===== src/hdl/lcs_pkg.sv =====
// Purpose: Shared types and constants for the lithium charge sequencer
// Assumes: 10 MHz core clock; timers count an external timebase tick
// Notes: Float targets in millivolts, one per cell-count setting
package lcs_pkg;
    localparam int unsigned CLK_HZ = 10000000;
    // Bulk terminal count in ticks; quarter timers use one fourth
    localparam logic [19:0] BULK_TICKS = 20'h0e100;
    localparam logic [19:0] QUARTER_TICKS = BULK_TICKS >> 2;
    localparam logic [4:0] FLOAT_1CELL_MV_DIV = 5'h00;
    localparam logic [15:0] FLOAT_MV_1 = 16'h1068;
    localparam logic [15:0] FLOAT_MV_2 = 16'h20d0;
    localparam logic [15:0] FLOAT_MV_3 = 16'h3138;
    localparam logic [15:0] FLOAT_MV_4 = 16'h41a0;
    localparam logic [1:0] STATE_IDLE_CODE = 2'h0;
    localparam logic [1:0] STATE_PRE_CODE = 2'h1;
    localparam logic [1:0] STATE_BULK_CODE = 2'h2;
    localparam logic [1:0] STATE_TOP_CODE = 2'h3;

    typedef enum {
        LCS_OFF, LCS_PRECOND, LCS_BULK, LCS_TOPOFF, LCS_FULL, LCS_FAULT, LCS_LOCKED
    } lcs_state_type;

    // Comparator and sense levels from the analog front end
    typedef struct packed {
        logic supply_present_sense;
        logic undervoltage_lockout;
        logic shutdown_input;
        logic thermistor_over_range;
        logic thermistor_hot;
        logic thermistor_under_range;
        logic below_recharge;
        logic bulk_threshold;
        logic recharge_threshold;
        logic overvoltage_threshold;
        logic c5_reached;
    } lcs_sense_type;

    // Decoded SMBus command events, one-cycle pulses
    typedef struct packed {
        logic clear_to_zero_cmd;
        logic por_reinit_cmd;
        logic charge_nonzero_cmd;
        logic charge_zero_cmd;
        logic alarm_stop_cmd;
    } lcs_cmd_type;
endpackage : lcs_pkg


===== src/hdl/lcs_charge_sequencer.sv =====
// Purpose: Standard lithium charge-cycle state controller
// Assumes: Analog comparators give levels; SMBus decoder gives pulses
// Notes: Sense and kind pins are synchronised here; commands arrive on core_clk
`timescale 1ns/10ps
`default_nettype none
module lcs_charge_sequencer (
    // Clock, reset, enable
    input wire logic core_clk,
    input wire logic reset_n,
    input wire logic clk_en,
    input wire logic timer_tick,
    // Configuration pins
    input wire logic kind_select_high,
    input wire logic [1:0] cell_count_select,
    input wire logic charge_hold_off,
    // Analog sense levels
    input wire lcs_pkg::lcs_sense_type sense_async,
    // SMBus command pulses
    input wire lcs_pkg::lcs_cmd_type cmd,
    // Charge outputs
    output logic precond_current_on,
    output logic bulk_current_on,
    output logic pwm_enable,
    output logic [15:0] float_target_mv,
    // Status outputs
    output logic charging_status_n,
    output logic charging_status_oe,
    output logic charge_fault_flag,
    output logic charge_state_bit0,
    output logic charge_state_bit1,
    output logic alarm_lockout,
    output logic charge_hold_off_flag
);
    lcs_pkg::lcs_sense_type s;
    lcs_pkg::lcs_state_type state, next_state;
    logic shutdown_last, overvolt_stop, hold_off_clear;
    logic kind_sync, present_last;

    lcs_sync #(.W(12)) u_sync (
        .core_clk(core_clk),
        .reset_n(reset_n),
        .clk_en(clk_en),
        .async_in({kind_select_high, sense_async}),
        .sync_out({kind_sync, s})
    );

    // Qualification terms
    wire lithium_mode = !kind_sync;
    wire battery_present = !s.thermistor_over_range;
    wire temp_ok = !s.thermistor_hot || s.thermistor_under_range;
    wire hot_pause = s.thermistor_hot && !s.thermistor_under_range;
    wire hold_off = charge_hold_off && !hold_off_clear;
    wire loss_event = !s.supply_present_sense || s.thermistor_over_range
        || s.shutdown_input || s.undervoltage_lockout || cmd.por_reinit_cmd;
    wire shutdown_toggle = s.shutdown_input != shutdown_last;
    wire removed_replaced = battery_present && !present_last;
    wire base_ok = s.supply_present_sense && !s.undervoltage_lockout
        && !s.shutdown_input && battery_present && !hold_off;
    wire start_auto = base_ok && s.below_recharge && temp_ok && lithium_mode;
    wire start_req = base_ok && cmd.charge_nonzero_cmd;
    wire stop_cmd = cmd.clear_to_zero_cmd || hold_off;
    wire charging = (state == lcs_pkg::LCS_PRECOND) || (state == lcs_pkg::LCS_BULK)
        || (state == lcs_pkg::LCS_TOPOFF);
    wire timers_run = !hot_pause;

    wire pre_clear = (state != lcs_pkg::LCS_PRECOND);
    wire bulk_clear = (state != lcs_pkg::LCS_BULK);
    wire top_clear = (state != lcs_pkg::LCS_TOPOFF);
    logic pre_done, bulk_done, top_done;

    lcs_timer u_pre (
        .core_clk(core_clk), .reset_n(reset_n), .clk_en(clk_en), .tick(timer_tick),
        .clear(pre_clear), .run(timers_run), .terminal(lcs_pkg::QUARTER_TICKS),
        .done(pre_done)
    );
    lcs_timer u_bulk (
        .core_clk(core_clk), .reset_n(reset_n), .clk_en(clk_en), .tick(timer_tick),
        .clear(bulk_clear), .run(timers_run), .terminal(lcs_pkg::BULK_TICKS),
        .done(bulk_done)
    );
    lcs_timer u_top (
        .core_clk(core_clk), .reset_n(reset_n), .clk_en(clk_en), .tick(timer_tick),
        .clear(top_clear), .run(timers_run), .terminal(lcs_pkg::QUARTER_TICKS),
        .done(top_done)
    );

    // Fault stays latched across supply loss; other releases clear it
    wire fault_release = cmd.clear_to_zero_cmd || cmd.por_reinit_cmd
        || shutdown_toggle || removed_replaced;

    always_comb
    begin
        next_state = state;
        unique case (state)
            lcs_pkg::LCS_OFF, lcs_pkg::LCS_FULL, lcs_pkg::LCS_LOCKED:
            begin
                if (start_auto || start_req)
                    next_state = s.bulk_threshold ? lcs_pkg::LCS_BULK
                        : lcs_pkg::LCS_PRECOND;
            end
            lcs_pkg::LCS_PRECOND:
            begin
                if (s.bulk_threshold)
                    next_state = lcs_pkg::LCS_BULK;
                else if (pre_done)
                    next_state = lcs_pkg::LCS_FAULT;
            end
            lcs_pkg::LCS_BULK:
            begin
                if (s.c5_reached)
                    next_state = lcs_pkg::LCS_TOPOFF;
                else if (bulk_done)
                    next_state = lcs_pkg::LCS_FAULT;
            end
            lcs_pkg::LCS_TOPOFF:
            begin
                if (top_done)
                    next_state = lcs_pkg::LCS_FULL;
            end
            lcs_pkg::LCS_FAULT:
            begin
                if (fault_release)
                    next_state = lcs_pkg::LCS_OFF;
            end
        endcase
        // Overriding stops, lowest priority first
        if (charging && cmd.charge_zero_cmd)
            next_state = lcs_pkg::LCS_OFF;
        if (cmd.alarm_stop_cmd && state != lcs_pkg::LCS_FAULT)
            next_state = lcs_pkg::LCS_LOCKED;
        if (stop_cmd && state != lcs_pkg::LCS_LOCKED)
            next_state = lcs_pkg::LCS_OFF;
        if (loss_event && !(state == lcs_pkg::LCS_FAULT && !fault_release
            && battery_present && !s.shutdown_input && !cmd.por_reinit_cmd))
            next_state = lcs_pkg::LCS_OFF;
    end

    // Float target by cell count
    wire [15:0] next_float = (cell_count_select == 2'h0) ? lcs_pkg::FLOAT_MV_1
        : (cell_count_select == 2'h1) ? lcs_pkg::FLOAT_MV_2
        : (cell_count_select == 2'h2) ? lcs_pkg::FLOAT_MV_3 : lcs_pkg::FLOAT_MV_4;
    wire [1:0] next_code = (next_state == lcs_pkg::LCS_PRECOND) ? lcs_pkg::STATE_PRE_CODE
        : (next_state == lcs_pkg::LCS_BULK) ? lcs_pkg::STATE_BULK_CODE
        : (next_state == lcs_pkg::LCS_TOPOFF) ? lcs_pkg::STATE_TOP_CODE
        : lcs_pkg::STATE_IDLE_CODE;
    wire next_charging = (next_state == lcs_pkg::LCS_PRECOND)
        || (next_state == lcs_pkg::LCS_BULK) || (next_state == lcs_pkg::LCS_TOPOFF);
    wire next_overvolt = s.overvoltage_threshold ? 1'b1
        : (s.recharge_threshold ? overvolt_stop : 1'b0);
    wire next_fault = (next_state == lcs_pkg::LCS_FAULT)
        || (next_charging && hot_pause);
    wire next_alarm = (next_state == lcs_pkg::LCS_LOCKED)
        || (alarm_lockout && !loss_event && !start_req);

    always_ff @(posedge core_clk)
    begin
        if (!reset_n)
        begin
            state <= lcs_pkg::LCS_OFF;
            shutdown_last <= 1'b0;
            present_last <= 1'b0;
            overvolt_stop <= 1'b0;
            hold_off_clear <= 1'b0;
            precond_current_on <= 1'b0;
            bulk_current_on <= 1'b0;
            pwm_enable <= 1'b0;
            float_target_mv <= lcs_pkg::FLOAT_MV_1;
            charging_status_n <= 1'b1;
            charging_status_oe <= 1'b0;
            charge_fault_flag <= 1'b0;
            charge_state_bit0 <= 1'b0;
            charge_state_bit1 <= 1'b0;
            alarm_lockout <= 1'b0;
            charge_hold_off_flag <= 1'b0;
        end
        else if (clk_en)
        begin
            state <= next_state;
            shutdown_last <= s.shutdown_input;
            present_last <= battery_present;
            overvolt_stop <= next_overvolt;
            hold_off_clear <= loss_event ? 1'b1 : (charge_hold_off ? hold_off_clear : 1'b0);
            precond_current_on <= (next_state == lcs_pkg::LCS_PRECOND) && !hot_pause;
            bulk_current_on <= ((next_state == lcs_pkg::LCS_BULK)
                || (next_state == lcs_pkg::LCS_TOPOFF)) && !hot_pause;
            pwm_enable <= next_charging && !hot_pause && !next_overvolt;
            float_target_mv <= next_float;
            charging_status_n <= 1'b0; // Output value when driven
            charging_status_oe <= next_charging;
            charge_fault_flag <= next_fault;
            {charge_state_bit1, charge_state_bit0} <= next_code;
            alarm_lockout <= next_alarm;
            charge_hold_off_flag <= hold_off;
        end
    end
endmodule : lcs_charge_sequencer
`default_nettype wire


===== src/hdl/lcs_sync.sv =====
// Purpose: Two flip-flop synchroniser for a bundle of levels
// Assumes: Inputs asynchronous to core_clk
// Notes: First stage feeds only the second
`timescale 1ns/10ps
`default_nettype none
module lcs_sync #(
    parameter int W = 1
) (
    // Clock and reset
    input wire logic core_clk,
    input wire logic reset_n,
    input wire logic clk_en,
    // Data
    input wire logic [W-1:0] async_in,
    output logic [W-1:0] sync_out
);
    logic [W-1:0] stage1;

    always_ff @(posedge core_clk)
    begin
        if (!reset_n)
        begin
            stage1 <= '0;
            sync_out <= '0;
        end
        else if (clk_en)
        begin
            stage1 <= async_in;
            sync_out <= stage1;
        end
    end
endmodule : lcs_sync
`default_nettype wire


===== src/hdl/lcs_timer.sv =====
// Purpose: Tick counter with clear, run and terminal-count flag
// Assumes: tick is a one-cycle timebase pulse
// Notes: Holds its count while run is low (pause)
`timescale 1ns/10ps
`default_nettype none
module lcs_timer (
    // Clock and reset
    input wire logic core_clk,
    input wire logic reset_n,
    input wire logic clk_en,
    // Control
    input wire logic tick,
    input wire logic clear,
    input wire logic run,
    input wire logic [19:0] terminal,
    // Status
    output logic done
);
    logic [19:0] count;
    wire reached = (count >= terminal);

    always_ff @(posedge core_clk)
    begin
        if (!reset_n)
        begin
            count <= 20'h00000;
        end
        else if (clk_en)
        begin
            if (clear)
                count <= 20'h00000;
            else if (run && tick && !reached)
                count <= count + 20'h00001;
        end
    end

    assign done = reached && run && !clear;
endmodule : lcs_timer
`default_nettype wire

===== config.mk =====
export PLATFORM = sky130hd
export DESIGN_NAME = lcs_charge_sequencer
export DESIGN_NICKNAME = d
export VERILOG_FILES = /design/src/hdl/lcs_pkg.sv /design/src/hdl/lcs_charge_sequencer.sv /design/src/hdl/lcs_sync.sv /design/src/hdl/lcs_timer.sv
export SDC_FILE = /design/constraint.sdc
export NUM_CORES = 1
export LEC_CHECK = 0
export BUFFER_PORTS_ARGS = -buffer_cell sky130_fd_sc_hd__clkbuf_2
export CAP_MARGIN = 10
export CORE_MARGIN = 1.5
export CORE_UTILIZATION = 30
export CTS_CLUSTER_SIZE = 40
export DETAILED_ROUTE_END_ITERATION = 6
export HOLD_SLACK_MARGIN = 0.06
export PLACE_DENSITY = 0.51
export SYNTH_ARGS = -nofsm -noshare
export SYNTH_HDL_FRONTEND = slang
export SYNTH_HIERARCHICAL = 1
export SYNTH_SLANG_ARGS = --single-unit

===== constraint.sdc =====
create_clock -name core_clk -period 3.7 [get_ports core_clk]
set_clock_uncertainty 0.2 [all_clocks]
set_input_delay 0.74 -clock core_clk [delete_from_list [all_inputs] [get_ports core_clk]]
set_output_delay 0.74 -clock core_clk [all_outputs]
set_load 0.02 [all_outputs]

---- Word level (Yosys, flattened, before mapping) ----
Index checks and enable logic that the tools add are counted.
W data, S select, Z words.
storage, ports and cells
  flip-flop bits (word level) ............. 146
  input port bits ......................... 24
  output and inout port bits .............. 26
  logic and storage cells ................. 166
operators by class
  $add $sub $neg .......................... 3
  order comparisons ....................... 3
  equal/unequal tests ..................... 24
  muxes and demuxes ....................... 29
  reduce and logical (&&, ||, !) cells .... 86
operator list
  operator                 number
  $mux W32                 11
  $eq A32 B3 Y1 const B    7
  $pmux W32 S5             1
  $eq A32 B2 Y1 const B    4
  $mux W20                 6
  $eq A32 B4 Y1 const B    3
  $ne A32 B3 Y1 const B    2
  $ne A32 B4 Y1 const B    2
  $add A20 B1 Y20 const B  3
  $mux W15                 3
  $ge A20 B14 Y1 const B   2
  $logic_and A1 B1 Y1      36
  $eq A32 B1 Y1 const B    1
  $logic_not A32 Y1        1
  $ne A32 B2 Y1 const B    1
  $logic_not A1 Y1         23
  $ge A20 B16 Y1 const B   1
  $logic_or A1 B1 Y1       17
  $mux W2                  4
  $reduce_and A2 Y1        4
  $reduce_bool A2 Y1       3
  $mux W1                  4
  $reduce_or A3 Y1         1
  $eq A2 B1 Y1 const B     1
  4 further kinds          4

---- Logic depth before layout (Yosys ltp) ----
  depth in word-level cells ............... 20
  mapped depth ............................ 18
  mapped depth without buffers ............ 16

---- Modules after synthesis ----
The synthesis kept the hierarchy.
modules (own cells, without submodules)
  module                 instances  cells an instance  area each (sq um)  sequential area each (sq um)
  lcs_timer (u_pre ...)  2          218                1645.3             400.4
  lcs_charge_sequencer   1          269                2484.9             1061.0
  lcs_timer (u_bulk)     1          210                1700.4             400.4
  lcs_sync               1          77                 929.6              480.5

---- Worst setup path before layout ----
OpenSTA, ideal clock, no wires.
  path kind ............................... register to register
  start point ............................. register u_pre.count[9]
  end point ............................... register state[22]
  library setup time ...................... 59 ps
  data arrival time ....................... 3364 ps
  required time ........................... 3441 ps
  slack ................................... 78 ps
  stages on the path, launching flop included .. 17
  buffers on the path ..................... 3
  period minus slack after synthesis ...... 3622 ps
  cells stage by stage .................... dfxtp_1 > ha_1 > a21o_1 > a221o_1 > a21oi_1 > o21ai_1 > buf_6 > nor2_1 > nor3b_1 > o311ai_0 > a31oi_1 > o22a_1 > or4_4 > a21boi_2 > buf_4 > buf_6 > and2_1
between the ends
  word-level cells in the longest chain between the ends .. 10
ends and longest elaborated chain
  what                               RTL line                     text
  from (decl)                        lcs_timer.sv:19              logic [19:0] count;
  from (signal assigned)             lcs_timer.sv:33              count <= count + 20'h00001;
  $ge A20 B14 Y1                     lcs_timer.sv:20              wire reached = (count >= terminal);
  $logic_and A1 B1 Y1 (2 in series)  lcs_timer.sv:37              assign done = reached && run && !clear;
  named net pre_done                 lcs_charge_sequencer.sv:69   logic pre_done, bulk_done, top_done;
  $mux W32                           lcs_charge_sequencer.sv:105  else if (pre_done)
  $mux W32                           lcs_charge_sequencer.sv:103  if (s.bulk_threshold)
  $pmux W32 S5                       lcs_charge_sequencer.sv:94   unique case (state)
  $mux W32                           lcs_charge_sequencer.sv:127  if (charging && cmd.charge_zero_cmd)
  $mux W32                           lcs_charge_sequencer.sv:129  if (cmd.alarm_stop_cmd && state != lcs_pkg::LCS_FAULT)
  $mux W32                           lcs_charge_sequencer.sv:131  if (stop_cmd && state != lcs_pkg::LCS_LOCKED)
  $mux W32                           lcs_charge_sequencer.sv:133  if (loss_event && !(state == lcs_pkg::LCS_FAULT && !fault_release
  to (signal assigned)               lcs_charge_sequencer.sv:159  state <= lcs_pkg::LCS_OFF;
  to (signal assigned)               lcs_charge_sequencer.sv:178  state <= next_state;
  to (decl)                          lcs_charge_sequencer.sv:35   lcs_pkg::lcs_state_type state, next_state;
The timed path passes the listed nets, and every way through them passes these cells.
A chain may end at the register's enable or synchronous reset.

---- Worst setup path after layout ----
  start point ............................. register u_pre.count[9]
  end point ............................... register pwm_enable
between the ends
  word-level cells in the longest chain between the ends .. 15
  elaborated cells between the ends (all ways) .. 17
  classes of those cells .................. order compare (1); eq/ne (3); mux (7); reduce/logical (6)
ends and longest elaborated chain
  what                                            RTL line                                                  text
  $ge A20 B14 Y1 (*)                              lcs_timer.sv:20
  $logic_and A1 B1 Y1 (*) (2 in series)           lcs_timer.sv:37
  named net pre_done                              lcs_charge_sequencer.sv:69
  $mux W32 (*)                                    lcs_charge_sequencer.sv:105
  $mux W32 (*)                                    lcs_charge_sequencer.sv:103
  $pmux W32 S5 (*)                                lcs_charge_sequencer.sv:94
  $mux W32 (*)                                    lcs_charge_sequencer.sv:127
  $mux W32 (*)                                    lcs_charge_sequencer.sv:129
  $mux W32 (*)                                    lcs_charge_sequencer.sv:131
  $mux W32 (*)                                    lcs_charge_sequencer.sv:133
  $eq A32 B2 Y1 or $eq A32 B3 Y1 (tied branches)  lcs_charge_sequencer.sv:146, lcs_charge_sequencer.sv:147
  $logic_or A1 B1 Y1                              lcs_charge_sequencer.sv:147                               || (next_state == lcs_pkg::LCS_BULK) || (next_state == lcs_pkg::LCS_TOPOFF);
  $logic_or A1 B1 Y1 (*)                          lcs_charge_sequencer.sv:147
  $logic_and A1 B1 Y1 (*) (2 in series)           lcs_charge_sequencer.sv:186                               pwm_enable <= next_charging && !hot_pause && !next_overvolt;
  to (signal assigned)                            lcs_charge_sequencer.sv:186
  to (decl)                                       lcs_charge_sequencer.sv:23                                output logic pwm_enable,
Mark *: on every way through the listed nets, which the timed path passes. The rest lies on a longest branch.

==> metrics.md <==
| Metric | Value |
|---|---|
| Status | `finished, final reports clean` |
| Origin of the worst setup path | `u_pre/count[9]` |
| Arr. time, crit path | `3.60 ns` |
| GRT Max-Usage Layer | `met2` |
| Crit path launch type | `register` |
| Root Buffer | `clkbuf_16` |
| Gpl congestion | `0.784` |
| Reg clk slew, reported paths | `0.07 ns` |
| Synth cell types | `77` |
| CTS tree | `yes` |
| Switching share of total power | `0.260` |
| Critical Path Fanout Max | `5` |
| Final setup fails | `0` |
| Min-delay src | `charging_status_n` |
| Time the worst path needs with I/O delays and setup | `3.51 ns` |
| Post-DP Area | `9460 um2` |
| Yosys Warn Count | `6` |
| Synth Register Bits | `137` |
| Fin cells | `1,519` |
| Drt total wl | `19,700 um` |
| M3 GR Usage | `0.0309` |
| Synth area leaders | `dfxtp_1 (33%), ha_1 (10%), inv_1 (4.2%)` |
| Setup WS post-layout | `0.193 ns` |
| PD cells | `347 nW/um2` |
| FILL cells | `2,819` |
| Logic pwr share | `0.064` |
| Max Clk Rate | `0.285 GHz` |
| Core area | `27,700 um2` |
| Max Cap Viol | `0` |
| Hold crit path type | `register to register` |
| WL/cell | `13.0 um` |
| Number of vias per cell | `4.78` |
| Row cnt | `61` |
| Final net count | `1,221` |
| Io pins | `50` |
| Kind of critical path | `register to register` |
| M2 GR Usage | `0.225` |
| DIE WIDTH | `170 um` |
| Clk network pwr share | `0.509` |
| Post-synthesis area per instance | `8.47 um2` |
| Largest net degree at the start of global routing | `48` |
| Seq/Total Area, Yosys | `0.326` |
| Detail Route Antenna Nets | `0` |
| Synth Instances | `992` |
| Final Hold Vio Count | `0` |
| Async SR Flop Fraction | `0` |
| Maximum vdd drop | `0.240 mV` |
| Via count | `7,263` |
| Compound-cell area share of the yosys netlist | `0.196` |
| Crit-path leading delay family | `compound AO/OA/AOI/OAI gates` |
| Post-synth EDFFs | `0` |
| Dpl hpwl | `14,200 um` |
| Worst hold slack | `0.262 ns` |
| RR Startpoint | `u_pre/count[9]` |
| Leakage | `0.00427 uW` |
| Cell count after placement | `1,487` |
| Layout area overhead | `21.2%` |
| Area share of fa/ha/maj cells after synthesis | `0.103` |
| WP data required | `3.79 ns` |
| 1st-iter DRT viols | `383` |
| Worst slew pin tran | `0.736 ns` |
| Total Die Area | `29,000 um2` |
| Number of global-route vias before repair | `6,913` |
| Die Y | `170 um` |
| Critical path buffer and inverter count | `0` |
| Post-synthesis mux area share | `0.0383` |
| Int Power | `2610 uW` |
| Critical Path Max Stage Delay | `0.57 ns` |
| Total gr overflow | `0` |
| Synth area leader | `dfxtp_1` |
| Cell mode on critical path | `o21ai_1` |
| Psw | `919 uW` |
| Port Buffers | `42` |
| Post-Synth Simple-Gate Area | `0.254` |
| Setup TNS | `0 ns` |
| Slowest CP cell | `or4_4` |
| Met1 usage in global routing | `0.198` |
| Period utilization | `0.948` |
| First-pass GRT wire length | `34,000 um` |
| Clock buffer depth | `2` |
| Main synth FF type | `dfxtp_1` |
| # clock sinks | `137` |
| ANT cells | `0` |
| Layout Cell Area excl Fill | `10,200 um2` |
| Largest family of logic cells by synthesized area | `simple AND/OR/NAND/NOR gates` |
| Top-count cell post-synth | `dfxtp_1` |
| Commonest cells in the netlist | `dfxtp_1 (137), inv_1 (93), nand2_1 (71)` |
| Pre-CTS setup slack | `0.0161 ns` |
| Final Max Slew Viols | `0` |
| First-pass iteration count of the detailed router | `5` |
| Netlist Area Pre-Place | `8410 um2` |
| CTS buffer count | `17` |
| Synth Area in XOR/XNOR | `0.00104` |
| Post-CTS Hold Buffers | `0` |
| DRC violations left | `0` |
| Sequential power share | `0.427` |
| Worst-Skew Late Latency | `0.43 ns` |
| Tot GR Track Use | `0.145` |
| H-tree lvl count | `4` |
| Initial antenna violation count | `0` |
| Share of layout cells above drive strength 1 | `0.163` |
| Max-slew headroom | `0.508` |
| Initial Util | `0.303` |
| Worst Setup End Kind | `register` |
| Yosys top cell area share | `0.326` |
| Crit-path cells | `ha_1 > a21o_1 > a221o_1 > a21oi_2 > o21ai_1 > nor2_1 > nor3b_1 > o311ai_1 > a31oi_1 > o22a_1 > or4_4 > o22a_4 > o2111ai_1 > o21ai_1` |
[layout by cell type, fill, tap and decap left out, types with 6 or more instances in the layout]
cell,netlist,final
nor2_1,43,43
nor4_2,0,6
a21oi_1,36,32
dfxtp_1,137,134
clkbuf_2,1,41
o211ai_1,18,18
nand4_1,24,24
ha_1,69,69
o21ai_0,35,31
a211oi_1,6,6
o31ai_1,20,20
o41ai_1,6,6
o311ai_1,9,10
inv_1,93,93
and2_1,37,38
o21ai_1,7,11
nor3_1,21,19
and4_1,7,6
mux2i_1,31,31
nor2b_1,43,42
or3_1,8,8
o21a_1,6,6
buf_4,12,57
nand3_1,54,54
nand2_1,71,71
a21boi_0,8,8
a31oi_1,18,17
conb_1,2,67
nand2b_1,8,7
and3_1,18,18
clkbuf_16,0,17
inv_6,0,7
or4_1,7,7
a21boi_1,6,6
a21o_1,11,11
o311ai_0,9,8
[stage by stage]
step,power (uW),utilization
finish,3530,0.368
global route,3690,0.368
CTS,3590,0.364
detailed placement,1760,0.341
global placement,1760,0.341
floorplan,1710,-
[sequential cells by signal, indices dropped and copies added, names as in the netlist]
| signal | count |
|---|---|
| float_target_mv | 7 |
| u_bulk/count | 20 |
| u_top/count | 20 |
| alarm_lockout | 1 |
| u_sync/stage1 | 12 |
| pwm_enable | 1 |
| overvolt_stop | 1 |
| u_sync/sync_out | 12 |
| state | 32 |
| charging_status_oe | 1 |
| bulk_current_on | 1 |
| shutdown_last | 1 |
| charge_state_bit1 | 1 |
| hold_off_clear | 1 |
| u_pre/count | 20 |
| charge_state_bit0 | 1 |
| precond_current_on | 1 |
| charge_fault_flag | 1 |
| charging_status_n | 1 |
| charge_hold_off_flag | 1 |
| present_last | 1 |
[worst paths after layout]
kind | to | depth (start not counted) | slack, ns
worst max register to register | pwm_enable | 14 | 0.19
worst max-delay path | pwm_enable | 14 | 0.19
worst min register to register | charging_status_n | 2 | 0.26
worst min-delay path | charging_status_n | 2 | 0.26
[repair_timing]
| action | in CTS | in global routing |
|---|---|---|
| setup buffers | 0 | 0 |
| pin swaps | 0 | 6 |
| gates cloned | 0 | 0 |
| endpoints found under the setup margin | 2 | 40 |
| gates resized for setup | 1 | 27 |
[cell type report]
class | instances | area, um2 | share of cell area
multi-input combinational | 777 | 5330 | 0.523
clock inverter | 15 | 196 | 0.0193
sequential | 137 | 2750 | 0.270
inverter | 95 | 357 | 0.0350
tap | 378 | 473 | 0.0464
clock buffer | 17 | 425 | 0.0418
timing repair buffer | 100 | 658 | 0.0646
[worst register-to-register path: stages, from the launching register on]
cell and delay, ns:
dfxtp_1 0.33, ha_1 0.24, a21o_1 0.18, a221o_1 0.33
a21oi_2 0.16, o21ai_1 0.12, nor2_1 0.12, nor3b_1 0.07
o311ai_1 0.23, a31oi_1 0.14, o22a_1 0.26, or4_4 0.57
o22a_4 0.24, o2111ai_1 0.09, o21ai_1 0.09
[metal layers]
metal	part of all wire	up-vias
li1	-	3810
met2	0.44	115
met1	0.50	3315
met4	0.016	0
met3	0.041	23
met5	0	-
[cells by family (layout without fill, tap and decap cells)]
| kind of cell | Yosys count | after routing |
|---|---|---|
| fa+ha+maj | 69 | 69 |
| mux | 32 | 32 |
| xor+xnor | 1 | 1 |
| other cells | 2 | 67 |
| flops | 137 | 137 |
| compound gates | 227 | 227 |
| simple gates | 381 | 381 |
| buf+inv | 143 | 227 |
[power by group through the flow]
stage / combinational, uW / clock, uW / sequential [uW]
global placement: 221 / 0 / 1540
floorplan: 167 / 0 / 1550
finish: 226 / 1800 / 1510
global route: 260 / 1920 / 1510
CTS: 224 / 1860 / 1510
detailed placement: 223 / 0 / 1540
No activity file was read; power rests on OpenSTA's default activity.
